==> config.mk <==
export PLATFORM = sky130hd
export DESIGN_NAME = sbcc_top
export DESIGN_NICKNAME = d
export VERILOG_FILES = /design/src/hdl/sbcc_pkg.sv /design/src/hdl/sbcc_cond_detect.sv /design/src/hdl/sbcc_top.sv
export SDC_FILE = /design/constraint.sdc
export NUM_CORES = 1
export LEC_CHECK = 0
export BUFFER_PORTS_ARGS = -buffer_cell sky130_fd_sc_hd__buf_2
export CAP_MARGIN = 20
export CORE_MARGIN = 3
export CORE_UTILIZATION = 56
export CTS_CLUSTER_DIAMETER = 50
export DETAILED_ROUTE_END_ITERATION = 12
export GPL_TIMING_DRIVEN = 1
export HOLD_SLACK_MARGIN = 0.03
export PLACE_DENSITY = 0.93
export SLEW_MARGIN = 20
export SYNTH_ARGS = -nofsm -noshare
export SYNTH_HDL_FRONTEND = slang
export SYNTH_SLANG_ARGS = --single-unit
==> constraint.sdc <==
create_clock -name CLK -period 3 [get_ports CLK]
set_clock_uncertainty 0.2 [all_clocks]
set_input_delay 0.6 -clock CLK [delete_from_list [all_inputs] [get_ports CLK]]
set_output_delay 0.6 -clock CLK [all_outputs]
set_load 0.005 [all_outputs]
==> src/hdl/sbcc_pkg.sv <==
// Shared constants for the serial bus condition control block
package sbcc_pkg;

   // ----------------------------------------------------------------
   // Bus widths
   // ----------------------------------------------------------------
   localparam int ADDR_W = 16;
   localparam int DATA_W = 8;

   // ----------------------------------------------------------------
   // Register offsets
   // ----------------------------------------------------------------
   localparam logic [ADDR_W-1:0] OFF_MODE     = 16'hFF60;
   localparam logic [ADDR_W-1:0] OFF_CTRL     = 16'hFF61;
   localparam logic [ADDR_W-1:0] OFF_SHIFT    = 16'hFF62;
   localparam logic [ADDR_W-1:0] OFF_SADDR    = 16'hFF63;
   localparam logic [ADDR_W-1:0] OFF_IRQ_STAT = 16'hFF64;
   localparam logic [ADDR_W-1:0] OFF_IRQ_CLR  = 16'hFF65;
   localparam logic [ADDR_W-1:0] OFF_IRQ_EN   = 16'hFF66;

   // ----------------------------------------------------------------
   // Field positions of serial_bus_control
   // ----------------------------------------------------------------
   localparam int BIT_REL_TRIG = 0;
   localparam int BIT_CMD_TRIG = 1;
   localparam int BIT_REL_DET  = 2;
   localparam int BIT_CMD_DET  = 3;
   localparam int BIT_ACK_TRIG = 4;
   localparam int BIT_ACK_AUTO = 5;
   localparam int BIT_ACK_DET  = 6;
   localparam int BIT_BUSY_CTL = 7;

   // Mode register field
   localparam int BIT_IF_EN = 7;

   // ----------------------------------------------------------------
   // Interrupt status layout
   // ----------------------------------------------------------------
   localparam int IRQ_STOP      = 0;
   localparam int IRQ_START     = 1;
   localparam int IRQ_ADDR_MISS = 2;
   localparam int NUM_IRQ       = 3;

   // ----------------------------------------------------------------
   // Reset values
   // ----------------------------------------------------------------
   localparam logic [DATA_W-1:0]  CTRL_RESET  = 8'h00;
   localparam logic [DATA_W-1:0]  ZERO_BYTE   = 8'h00;
   localparam logic [NUM_IRQ-1:0] IRQ_RESET   = 3'h0;
   localparam logic               LATCH_RESET = 1'b1;

endpackage : sbcc_pkg

==> src/hdl/sbcc_cond_detect.sv <==
// Start/stop condition detector on the synchronised bus lines
`timescale 1ns/1ps
module sbcc_cond_detect
   import sbcc_pkg::*;
(
   // Clock and reset
   input  wire logic clk,
   input  wire logic rst_n,
   // Bus lines from pins
   input  wire logic scl_pin,
   input  wire logic sda_pin,
   // Detected conditions
   output logic      start_pulse,
   output logic      stop_pulse
);

   // ----------------------------------------------------------------
   // Two-stage synchronisers
   // ----------------------------------------------------------------
   logic scl_meta_reg;
   logic scl_sync_reg;
   logic sda_meta_reg;
   logic sda_sync_reg;
   logic scl_prev_reg;
   logic sda_prev_reg;

   always_ff @(posedge clk or negedge rst_n)
   begin
      if (!rst_n)
      begin
         scl_meta_reg <= 1'b1;
         scl_sync_reg <= 1'b1;
         sda_meta_reg <= 1'b1;
         sda_sync_reg <= 1'b1;
      end
      else
      begin
         scl_meta_reg <= scl_pin;
         scl_sync_reg <= scl_meta_reg;
         sda_meta_reg <= sda_pin;
         sda_sync_reg <= sda_meta_reg;
      end
   end

   // ----------------------------------------------------------------
   // Edge finding on the synchronised copies only
   // ----------------------------------------------------------------
   always_ff @(posedge clk or negedge rst_n)
   begin
      if (!rst_n)
      begin
         scl_prev_reg <= 1'b1;
         sda_prev_reg <= 1'b1;
         start_pulse  <= 1'b0;
         stop_pulse   <= 1'b0;
      end
      else
      begin
         scl_prev_reg <= scl_sync_reg;
         sda_prev_reg <= sda_sync_reg;
         // Data falls while clock stays high
         start_pulse  <= scl_prev_reg && scl_sync_reg && sda_prev_reg && !sda_sync_reg;
         // Data rises while clock stays high
         stop_pulse   <= scl_prev_reg && scl_sync_reg && !sda_prev_reg && sda_sync_reg;
      end
   end

endmodule : sbcc_cond_detect

==> src/hdl/sbcc_top.sv <==
// Condition control and detection of the serial bus interface
//
// What this block does
// The release trigger emits a bus release (proprietary mode) or a stop condition (I2C).
// Writing one to the release trigger sets the output latch, then the trigger self-clears and is held zero while disabled.
// The command trigger emits a command signal (proprietary mode) or a start condition (I2C).
// Writing one to the command trigger clears the output latch, then the trigger self-clears and is held zero while disabled.
// The release-detected flag clears on transfer start, while disabled, or on reset.
// The release-detected flag clears when a received address differs from the slave address.
// The release-detected flag sets on a detected bus release or stop condition.
// The command-detected flag clears on transfer start, while disabled, or on reset.
// The command-detected flag also clears when a bus release or stop condition is detected.
// The command-detected flag sets on a detected command signal or start condition.
// Bits 2, 3 and 6 of the control register are read-only and ignore writes.
// Bits 0, 1 and 4 of the control register always read back as zero.
// The interface enable bit stops or enables operation and gates the forced clears.
// Writing zero to either trigger leaves the output latch and the bus unchanged.
//
// Design decision made here: strobed register access.
`timescale 1ns/1ps
module sbcc_top
   import sbcc_pkg::*;
(
   // Clock and reset
   input  wire logic              CLK,
   input  wire logic              RST_B,
   // Register port
   input  wire logic [ADDR_W-1:0] REG_ADDR,
   input  wire logic [DATA_W-1:0] REG_WDATA,
   input  wire logic              REG_WR,
   input  wire logic              REG_RD,
   output logic      [DATA_W-1:0] REG_RDATA,
   // Received bytes from the shift logic
   input  wire logic [DATA_W-1:0] RX_BYTE,
   input  wire logic              RX_BYTE_VALID,
   input  wire logic              RX_IS_ADDRESS,
   // Transfer start towards the shift logic
   output logic      [DATA_W-1:0] TX_DATA,
   output logic                   XFER_START,
   // Serial clock and data pins
   input  wire logic              SCL_IN,
   input  wire logic              SDA_IN,
   output logic                   SDA_OUT,
   output logic                   SDA_OE_B,
   // Interrupt
   output logic                   IRQ
);

   // ----------------------------------------------------------------
   // Reset release
   // ----------------------------------------------------------------
   logic rst_meta_reg;
   logic rst_sync_reg;
   logic rst_n;

   always_ff @(posedge CLK or negedge RST_B)
   begin
      if (!RST_B)
      begin
         rst_meta_reg <= 1'b0;
         rst_sync_reg <= 1'b0;
      end
      else
      begin
         rst_meta_reg <= 1'b1;
         rst_sync_reg <= rst_meta_reg;
      end
   end

   assign rst_n = rst_sync_reg;

   // ----------------------------------------------------------------
   // Address decode
   // ----------------------------------------------------------------
   function automatic logic is_hit(input logic [ADDR_W-1:0] addr,
                                   input logic [ADDR_W-1:0] off);
      is_hit = (addr == off);
   endfunction : is_hit

   logic wr_mode;
   logic wr_ctrl;
   logic wr_shift;
   logic wr_saddr;
   logic wr_irq_clr;
   logic wr_irq_en;

   assign wr_mode    = REG_WR && is_hit(REG_ADDR, OFF_MODE);
   assign wr_ctrl    = REG_WR && is_hit(REG_ADDR, OFF_CTRL);
   assign wr_shift   = REG_WR && is_hit(REG_ADDR, OFF_SHIFT);
   assign wr_saddr   = REG_WR && is_hit(REG_ADDR, OFF_SADDR);
   assign wr_irq_clr = REG_WR && is_hit(REG_ADDR, OFF_IRQ_CLR);
   assign wr_irq_en  = REG_WR && is_hit(REG_ADDR, OFF_IRQ_EN);

   // ----------------------------------------------------------------
   // Interface enable
   // ----------------------------------------------------------------
   logic interface_enable_reg;

   always_ff @(posedge CLK or negedge rst_n)
   begin
      if (!rst_n)
         interface_enable_reg <= 1'b0;
      else if (wr_mode)
         interface_enable_reg <= REG_WDATA[BIT_IF_EN];
   end

   // ----------------------------------------------------------------
   // Bus condition detection
   // ----------------------------------------------------------------
   logic start_pulse;
   logic stop_pulse;
   logic start_evt;
   logic stop_evt;

   sbcc_cond_detect u_detect (
      .clk         (CLK),
      .rst_n       (rst_n),
      .scl_pin     (SCL_IN),
      .sda_pin     (SDA_IN),
      .start_pulse (start_pulse),
      .stop_pulse  (stop_pulse)
   );

   // Conditions are ignored while the interface is stopped
   assign start_evt = interface_enable_reg && start_pulse;
   assign stop_evt  = interface_enable_reg && stop_pulse;

   // ----------------------------------------------------------------
   // Trigger bits
   // ----------------------------------------------------------------
   logic release_trigger_reg;
   logic command_trigger_reg;

   // Each trigger lives one cycle, long enough to move the latch
   always_ff @(posedge CLK or negedge rst_n)
   begin
      if (!rst_n)
      begin
         release_trigger_reg <= 1'b0;
         command_trigger_reg <= 1'b0;
      end
      else if (!interface_enable_reg)
      begin
         release_trigger_reg <= 1'b0;
         command_trigger_reg <= 1'b0;
      end
      else
      begin
         release_trigger_reg <= wr_ctrl && REG_WDATA[BIT_REL_TRIG];
         command_trigger_reg <= wr_ctrl && REG_WDATA[BIT_CMD_TRIG];
      end
   end

   // ----------------------------------------------------------------
   // Serial output latch
   // ----------------------------------------------------------------
   logic so_latch_reg;

   // Release wins when both triggers are written at once: a stop is safer
   always_ff @(posedge CLK or negedge rst_n)
   begin
      if (!rst_n)
         so_latch_reg <= LATCH_RESET;
      else if (release_trigger_reg)
         so_latch_reg <= 1'b1;
      else if (command_trigger_reg)
         so_latch_reg <= 1'b0;
      // A zero written to a trigger never reaches here
   end

   // ----------------------------------------------------------------
   // Open-drain data pin
   // ----------------------------------------------------------------
   logic sda_oe_b_reg;

   // Line only pulled low while enabled and the latch holds zero
   always_ff @(posedge CLK or negedge rst_n)
   begin
      if (!rst_n)
         sda_oe_b_reg <= 1'b1;
      else
         sda_oe_b_reg <= !(interface_enable_reg && !so_latch_reg);
   end

   assign SDA_OUT  = 1'b0;
   assign SDA_OE_B = sda_oe_b_reg;

   // ----------------------------------------------------------------
   // Shift and slave address registers
   // ----------------------------------------------------------------
   logic [DATA_W-1:0] shift_register_reg;
   logic [DATA_W-1:0] slave_address_reg;
   logic              xfer_start_reg;
   logic              addr_miss;

   always_ff @(posedge CLK or negedge rst_n)
   begin
      if (!rst_n)
         shift_register_reg <= ZERO_BYTE;
      else if (wr_shift)
         shift_register_reg <= REG_WDATA;
      else if (RX_BYTE_VALID)
         shift_register_reg <= RX_BYTE;
   end

   always_ff @(posedge CLK or negedge rst_n)
   begin
      if (!rst_n)
         slave_address_reg <= ZERO_BYTE;
      else if (wr_saddr)
         slave_address_reg <= REG_WDATA;
   end

   // A write to the shift register is the transfer start instruction
   always_ff @(posedge CLK or negedge rst_n)
   begin
      if (!rst_n)
         xfer_start_reg <= 1'b0;
      else
         xfer_start_reg <= wr_shift && interface_enable_reg;
   end

   assign TX_DATA    = shift_register_reg;
   assign XFER_START = xfer_start_reg;

   assign addr_miss = interface_enable_reg && RX_BYTE_VALID && RX_IS_ADDRESS
                      && (RX_BYTE != slave_address_reg);

   // ----------------------------------------------------------------
   // Detection flags
   // ----------------------------------------------------------------
   logic release_detected_reg;
   logic command_detected_reg;

   // A detection in the same cycle as a clear is kept
   always_ff @(posedge CLK or negedge rst_n)
   begin
      if (!rst_n)
         release_detected_reg <= 1'b0;
      else if (!interface_enable_reg)
         release_detected_reg <= 1'b0;
      else if (stop_evt)
         release_detected_reg <= 1'b1;
      else if (wr_shift)
         release_detected_reg <= 1'b0;
      else if (addr_miss)
         release_detected_reg <= 1'b0;
   end

   always_ff @(posedge CLK or negedge rst_n)
   begin
      if (!rst_n)
         command_detected_reg <= 1'b0;
      else if (!interface_enable_reg)
         command_detected_reg <= 1'b0;
      else if (start_evt)
         command_detected_reg <= 1'b1;
      else if (stop_evt)
         command_detected_reg <= 1'b0;
      else if (wr_shift)
         command_detected_reg <= 1'b0;
   end

   // ----------------------------------------------------------------
   // Plain storage bits of the control register
   // ----------------------------------------------------------------
   logic ack_auto_enable_reg;
   logic busy_output_reg;

   always_ff @(posedge CLK or negedge rst_n)
   begin
      if (!rst_n)
      begin
         ack_auto_enable_reg <= CTRL_RESET[BIT_ACK_AUTO];
         busy_output_reg     <= CTRL_RESET[BIT_BUSY_CTL];
      end
      else if (wr_ctrl)
      begin
         ack_auto_enable_reg <= REG_WDATA[BIT_ACK_AUTO];
         busy_output_reg     <= REG_WDATA[BIT_BUSY_CTL];
      end
   end

   // ----------------------------------------------------------------
   // Interrupt status, clear and enable
   // ----------------------------------------------------------------
   logic [NUM_IRQ-1:0] irq_event;
   logic [NUM_IRQ-1:0] irq_status_reg;
   logic [NUM_IRQ-1:0] irq_enable_reg;

   assign irq_event[IRQ_STOP]      = stop_evt;
   assign irq_event[IRQ_START]     = start_evt;
   assign irq_event[IRQ_ADDR_MISS] = addr_miss;

   // Set beats a clear written in the same cycle
   genvar gi;
   generate
      for (gi = 0; gi < NUM_IRQ; gi++)
      begin : g_irq
         always_ff @(posedge CLK or negedge rst_n)
         begin
            if (!rst_n)
               irq_status_reg[gi] <= IRQ_RESET[gi];
            else if (irq_event[gi])
               irq_status_reg[gi] <= 1'b1;
            else if (wr_irq_clr && REG_WDATA[gi])
               irq_status_reg[gi] <= 1'b0;
         end
      end
   endgenerate

   always_ff @(posedge CLK or negedge rst_n)
   begin
      if (!rst_n)
         irq_enable_reg <= IRQ_RESET;
      else if (wr_irq_en)
         irq_enable_reg <= REG_WDATA[NUM_IRQ-1:0];
   end

   assign IRQ = |(irq_status_reg & irq_enable_reg);

   // ----------------------------------------------------------------
   // Read back
   // ----------------------------------------------------------------
   logic [DATA_W-1:0] ctrl_view;
   logic [DATA_W-1:0] rd_mux;
   logic [DATA_W-1:0] rdata_reg;

   // Triggers and the acknowledge flag are not stored here
   always_comb
   begin
      ctrl_view               = ZERO_BYTE;
      ctrl_view[BIT_REL_TRIG] = 1'b0;
      ctrl_view[BIT_CMD_TRIG] = 1'b0;
      ctrl_view[BIT_ACK_TRIG] = 1'b0;
      ctrl_view[BIT_REL_DET]  = release_detected_reg;
      ctrl_view[BIT_CMD_DET]  = command_detected_reg;
      ctrl_view[BIT_ACK_DET]  = 1'b0;
      ctrl_view[BIT_ACK_AUTO] = ack_auto_enable_reg;
      ctrl_view[BIT_BUSY_CTL] = busy_output_reg;
   end

   always_comb
   begin
      rd_mux = ZERO_BYTE;
      case (REG_ADDR)
         OFF_MODE:
         begin
            rd_mux[BIT_IF_EN] = interface_enable_reg;
         end
         OFF_CTRL:
         begin
            rd_mux = ctrl_view;
         end
         OFF_SHIFT:
         begin
            rd_mux = shift_register_reg;
         end
         OFF_SADDR:
         begin
            rd_mux = slave_address_reg;
         end
         OFF_IRQ_STAT:
         begin
            rd_mux[NUM_IRQ-1:0] = irq_status_reg;
         end
         OFF_IRQ_EN:
         begin
            rd_mux[NUM_IRQ-1:0] = irq_enable_reg;
         end
         default:
         begin
            rd_mux = ZERO_BYTE;
         end
      endcase
   end

   // Data valid only in the cycle after the strobe
   always_ff @(posedge CLK or negedge rst_n)
   begin
      if (!rst_n)
         rdata_reg <= ZERO_BYTE;
      else if (REG_RD)
         rdata_reg <= rd_mux;
      else
         rdata_reg <= ZERO_BYTE;
   end

   assign REG_RDATA = rdata_reg;

endmodule : sbcc_top

==> flow_results.xml <==
<?xml version="1.0" encoding="UTF-8"?>
<metrics>
  <group name="clock_network">
    <metric name="max-clock-path-buffers" unit="">2</metric>
    <metric name="postCtsSetupBuffers" unit="">0</metric>
    <metric name="insertion_delay" unit="ps">300</metric>
    <metric name="cts_htree_levels" unit="">2</metric>
    <metric name="clkSlewWorstSetupHoldPaths" unit="ps">90</metric>
    <metric name="cts_tree" unit="">done</metric>
    <metric name="numCtsBuffers" unit="">5</metric>
    <metric name="cts_root_buffer" unit="">clkbuf_8</metric>
    <metric name="cts.hold.buffers_added" unit="">1</metric>
    <metric name="ctsResizeCount" unit="">0</metric>
    <metric name="cts.sink_count" unit="">50</metric>
  </group>
  <group name="grt">
    <metric name="grt_overflow" unit="">0</metric>
    <metric name="track_usage" unit="%">22.2</metric>
    <metric name="first_pass_grt_wire_length" unit="um">8750</metric>
    <metric name="grt_antenna_before_repair" unit="">0</metric>
    <metric name="via_count_of_the_first_global_routing_pass" unit="">1775</metric>
    <metric name="pin_count_of_the_biggest_net_entering_global_routing" unit="">49</metric>
  </group>
  <group name="synth">
    <metric name="asyncSetResetFlopFracSynth" unit="%">100</metric>
    <metric name="synth_top_area_share" unit="%">44.8</metric>
    <metric name="yosys_warnings" unit="">0</metric>
    <metric name="synth_seq_area_share" unit="%">53.7</metric>
    <metric name="yosys_register_bits" unit="">50</metric>
    <metric name="post_synth_instance_area" unit="um^2">2350</metric>
    <metric name="syn_inst" unit="">192</metric>
    <metric name="avgSynthCellArea" unit="um^2">12.2</metric>
    <metric name="count_of_flip_flops_with_a_built_in_enable_after_synthesis" unit="">0</metric>
    <metric name="netlist-cell-type-count" unit="">44</metric>
    <metric name="yosys-top-cells-area" unit="">dfrtp_1, dfstp_2, mux2_2</metric>
    <metric name="synthDominantAreaCellType" unit="">dfrtp_1</metric>
    <metric name="postSynth.topFlopCell" unit="">dfrtp_1</metric>
    <metric name="synth.net_count" unit="">232</metric>
  </group>
  <group name="placement">
    <metric name="routability_congestion" unit="">0.811</metric>
    <metric name="placed_cells" unit="">292</metric>
    <metric name="postPlaceCellArea" unit="um^2">2660</metric>
    <metric name="post-dp-hpwl" unit="um">4010</metric>
    <metric name="port_buffers" unit="">58</metric>
  </group>
  <group name="pwr">
    <metric name="static_leakage" unit="nW">1.35</metric>
    <metric name="post-layout-total-power" unit="mW">1.21</metric>
    <metric name="powerDensity" unit="nW/um^2">439</metric>
    <metric name="irDropWorstVdd" unit="uV">382</metric>
  </group>
  <group name="final_layout">
    <metric name="layout.cells.most_common_list" unit="">buf_2, dfrtp_1, mux2_2</metric>
    <metric name="area_delta_synth_final" unit="%">17.8</metric>
    <metric name="most_common_cell_after_layout_fill_and_taps_aside" unit="">buf_2</metric>
    <metric name="post_route_cells_drive_above_1_share" unit="%">41.5</metric>
    <metric name="finalInstanceArea" unit="um^2">2770</metric>
    <metric name="final_util" unit="%">71.8</metric>
    <metric name="fin_nets" unit="">292</metric>
    <metric name="post_layout_nonfiller_instances" unit="">301</metric>
    <metric name="antenna_cells_inserted" unit="">0</metric>
  </group>
  <group name="min_path">
    <metric name="hold_path_class" unit="">reg -&gt; reg</metric>
    <metric name="whs_endpoint" unit="">u_detect.scl_sync_reg$_DFF_PN1_</metric>
    <metric name="worst_hold_startpoint" unit="">u_detect.scl_meta_reg$_DFF_PN1_</metric>
    <metric name="hold_path_depth" unit="">0</metric>
  </group>
  <group name="routing">
    <metric name="drt_iter0_markers" unit="">231</metric>
    <metric name="route.antenna.remaining_nets" unit="">0</metric>
    <metric name="detailedRoute.firstPassIterationCount" unit="">5</metric>
    <metric name="drc" unit="">0</metric>
    <metric name="post_drt_via_cell_ratio" unit="">6.00</metric>
    <metric name="detailroute.via_count" unit="">1806</metric>
    <metric name="postRouteWirelength" unit="um">5410</metric>
    <metric name="routed_wl_per_cell" unit="um">18.0</metric>
  </group>
  <group name="setup_path">
    <metric name="timing.critical_path.slowest_cell_delay" unit="ps">570</metric>
    <metric name="worstPathArrival" unit="ps">2240</metric>
    <metric name="critical_path.startpoint" unit="">REG_ADDR[1]</metric>
    <metric name="path_cells" unit="">buf_2 &gt; or4b_4 &gt; nor4_4 &gt; and2_2 &gt; mux2_2</metric>
    <metric name="timing.critical_path.fanout_max" unit="">14</metric>
    <metric name="cpLargestDelayFamily" unit="">simple AND/OR/NAND/NOR gates</metric>
    <metric name="crit_path_top_delay_cell" unit="">or4b_4</metric>
    <metric name="critical_path.reg2reg.endpoint" unit="">release_detected_reg$_DFFE_PN0P_</metric>
    <metric name="regToRegSetupSlack" unit="ps">1420</metric>
    <metric name="timing.critical_path.buf_inv" unit="">1</metric>
    <metric name="worst_r2r_path_depth" unit="">4</metric>
    <metric name="ff_to_ff_start" unit="">slave_address_reg[0]$_DFFE_PN0P_</metric>
    <metric name="worst_setup_path_end_kind" unit="">flip-flop</metric>
    <metric name="critPathLaunchType" unit="">primary input</metric>
    <metric name="cp.required" unit="ps">3000</metric>
    <metric name="crit_type" unit="">in -&gt; reg</metric>
  </group>
  <group name="timing">
    <metric name="timing.fmax" unit="MHz">446</metric>
    <metric name="finalHoldViolations" unit="">0</metric>
    <metric name="min_period" unit="ps">2240</metric>
    <metric name="rsz0062_at_grt" unit="">false</metric>
    <metric name="worst-slew-pin-transition" unit="ps">1000</metric>
    <metric name="timing.max_slew.rel_slack" unit="%">33.1</metric>
    <metric name="timing.final.crit_share" unit="%">74.8</metric>
    <metric name="total_count_of_max_transition_violations_in_the_final_report" unit="">0</metric>
    <metric name="final_sum_of_negative_setup_slack" unit="ps">0</metric>
    <metric name="setup_violations" unit="">0</metric>
  </group>
  <group name="status">
    <metric name="run_status" unit="">finished, final reports clean</metric>
  </group>
  <group name="floorplan">
    <metric name="row_count" unit="">22</metric>
    <metric name="dieWidth" unit="um">70.8</metric>
    <metric name="dieHeight" unit="um">70.8</metric>
    <metric name="initial_utilization" unit="%">60.9</metric>
    <metric name="die-area" unit="um^2">5010</metric>
    <metric name="core_area" unit="um^2">3850</metric>
    <metric name="io-pin-count" unit="">60</metric>
  </group>
  <group name="flow_run">
    <metric name="maxCapViolations" unit="">0</metric>
  </group>
</metrics>
==> cell usage after synthesis (all sizes together) (4+ instances only) <==
cell / number
a21oi: 11
a22oi: 4
and3: 4
buf: 5
clkbuf: 5
dfrtp: 42
dfstp: 8
inv: 4
mux2: 17
mux2i: 10
nand2: 8
nand3: 6
nor2: 4
nor2b: 4
nor3: 11
nor4: 9
xor2: 8
==> routing by layer <==
metal	global-route usage, %	vias to the layer above	share of wire, %
met4	5.22	0	1.8
met3	5.68	12	8.1
met1	30.9	880	42
met5	0	-	0
li1	-	819	-
met2	35.3	95	48
==> area by class of cell <==
class | instances | area, um^2
fillers | 280 | 1090
repair buffers | 63 | 330
multi-input cells | 128 | 1010
well taps | 48 | 60.1
inverters | 4 | 15.0
clock buffers | 5 | 68.8
clock inverters | 3 | 23.8
flip-flops and latches | 50 | 1260
==> cell families after synthesis <==
logic type,synth area share (%)
compound gates,8.36
xor+xnor,2.98
buf+inv,3.46
flops,53.7
mux,12.4
other cells,0.320
simple gates,18.8
==> per-stage QoR <==
step	worst slack [ps]	hold slack [ps]
after floorplan	700	104
after global placement	479	143
after detailed placement	456	137
after CTS	785	163
after global routing	694	166
final	757	160
==> how the worst max path moves through the flow <==
| stage | endpoint | slack, ps | cells after the start |
|---|---|---|---|
| 6_report | busy_output_reg$_DFFE_PN0N_ | 760 | 5 |
| 2_1_floorplan | ack_auto_enable_reg$_DFFE_PN0N_ | 700 | 5 |
| 3_5_place_dp | ack_auto_enable_reg$_DFFE_PN0N_ | 460 | 5 |
| 4_1_cts | busy_output_reg$_DFFE_PN0N_ | 790 | 5 |
| 3_3_place_gp | ack_auto_enable_reg$_DFFE_PN0N_ | 480 | 5 |
| 5_1_grt | TX_DATA[3]$_DFFE_PN0P_ | 690 | 6 |
==> power breakdown <==
group          leakage [nW]  internal (mW)  total [mW]  switching, mW
clock network        0.0408          0.167       0.397          0.230
registers             0.647          0.694       0.719         0.0247
logic                 0.659         0.0480      0.0990         0.0510
Note: power is estimated with default switching activity, not from simulation.
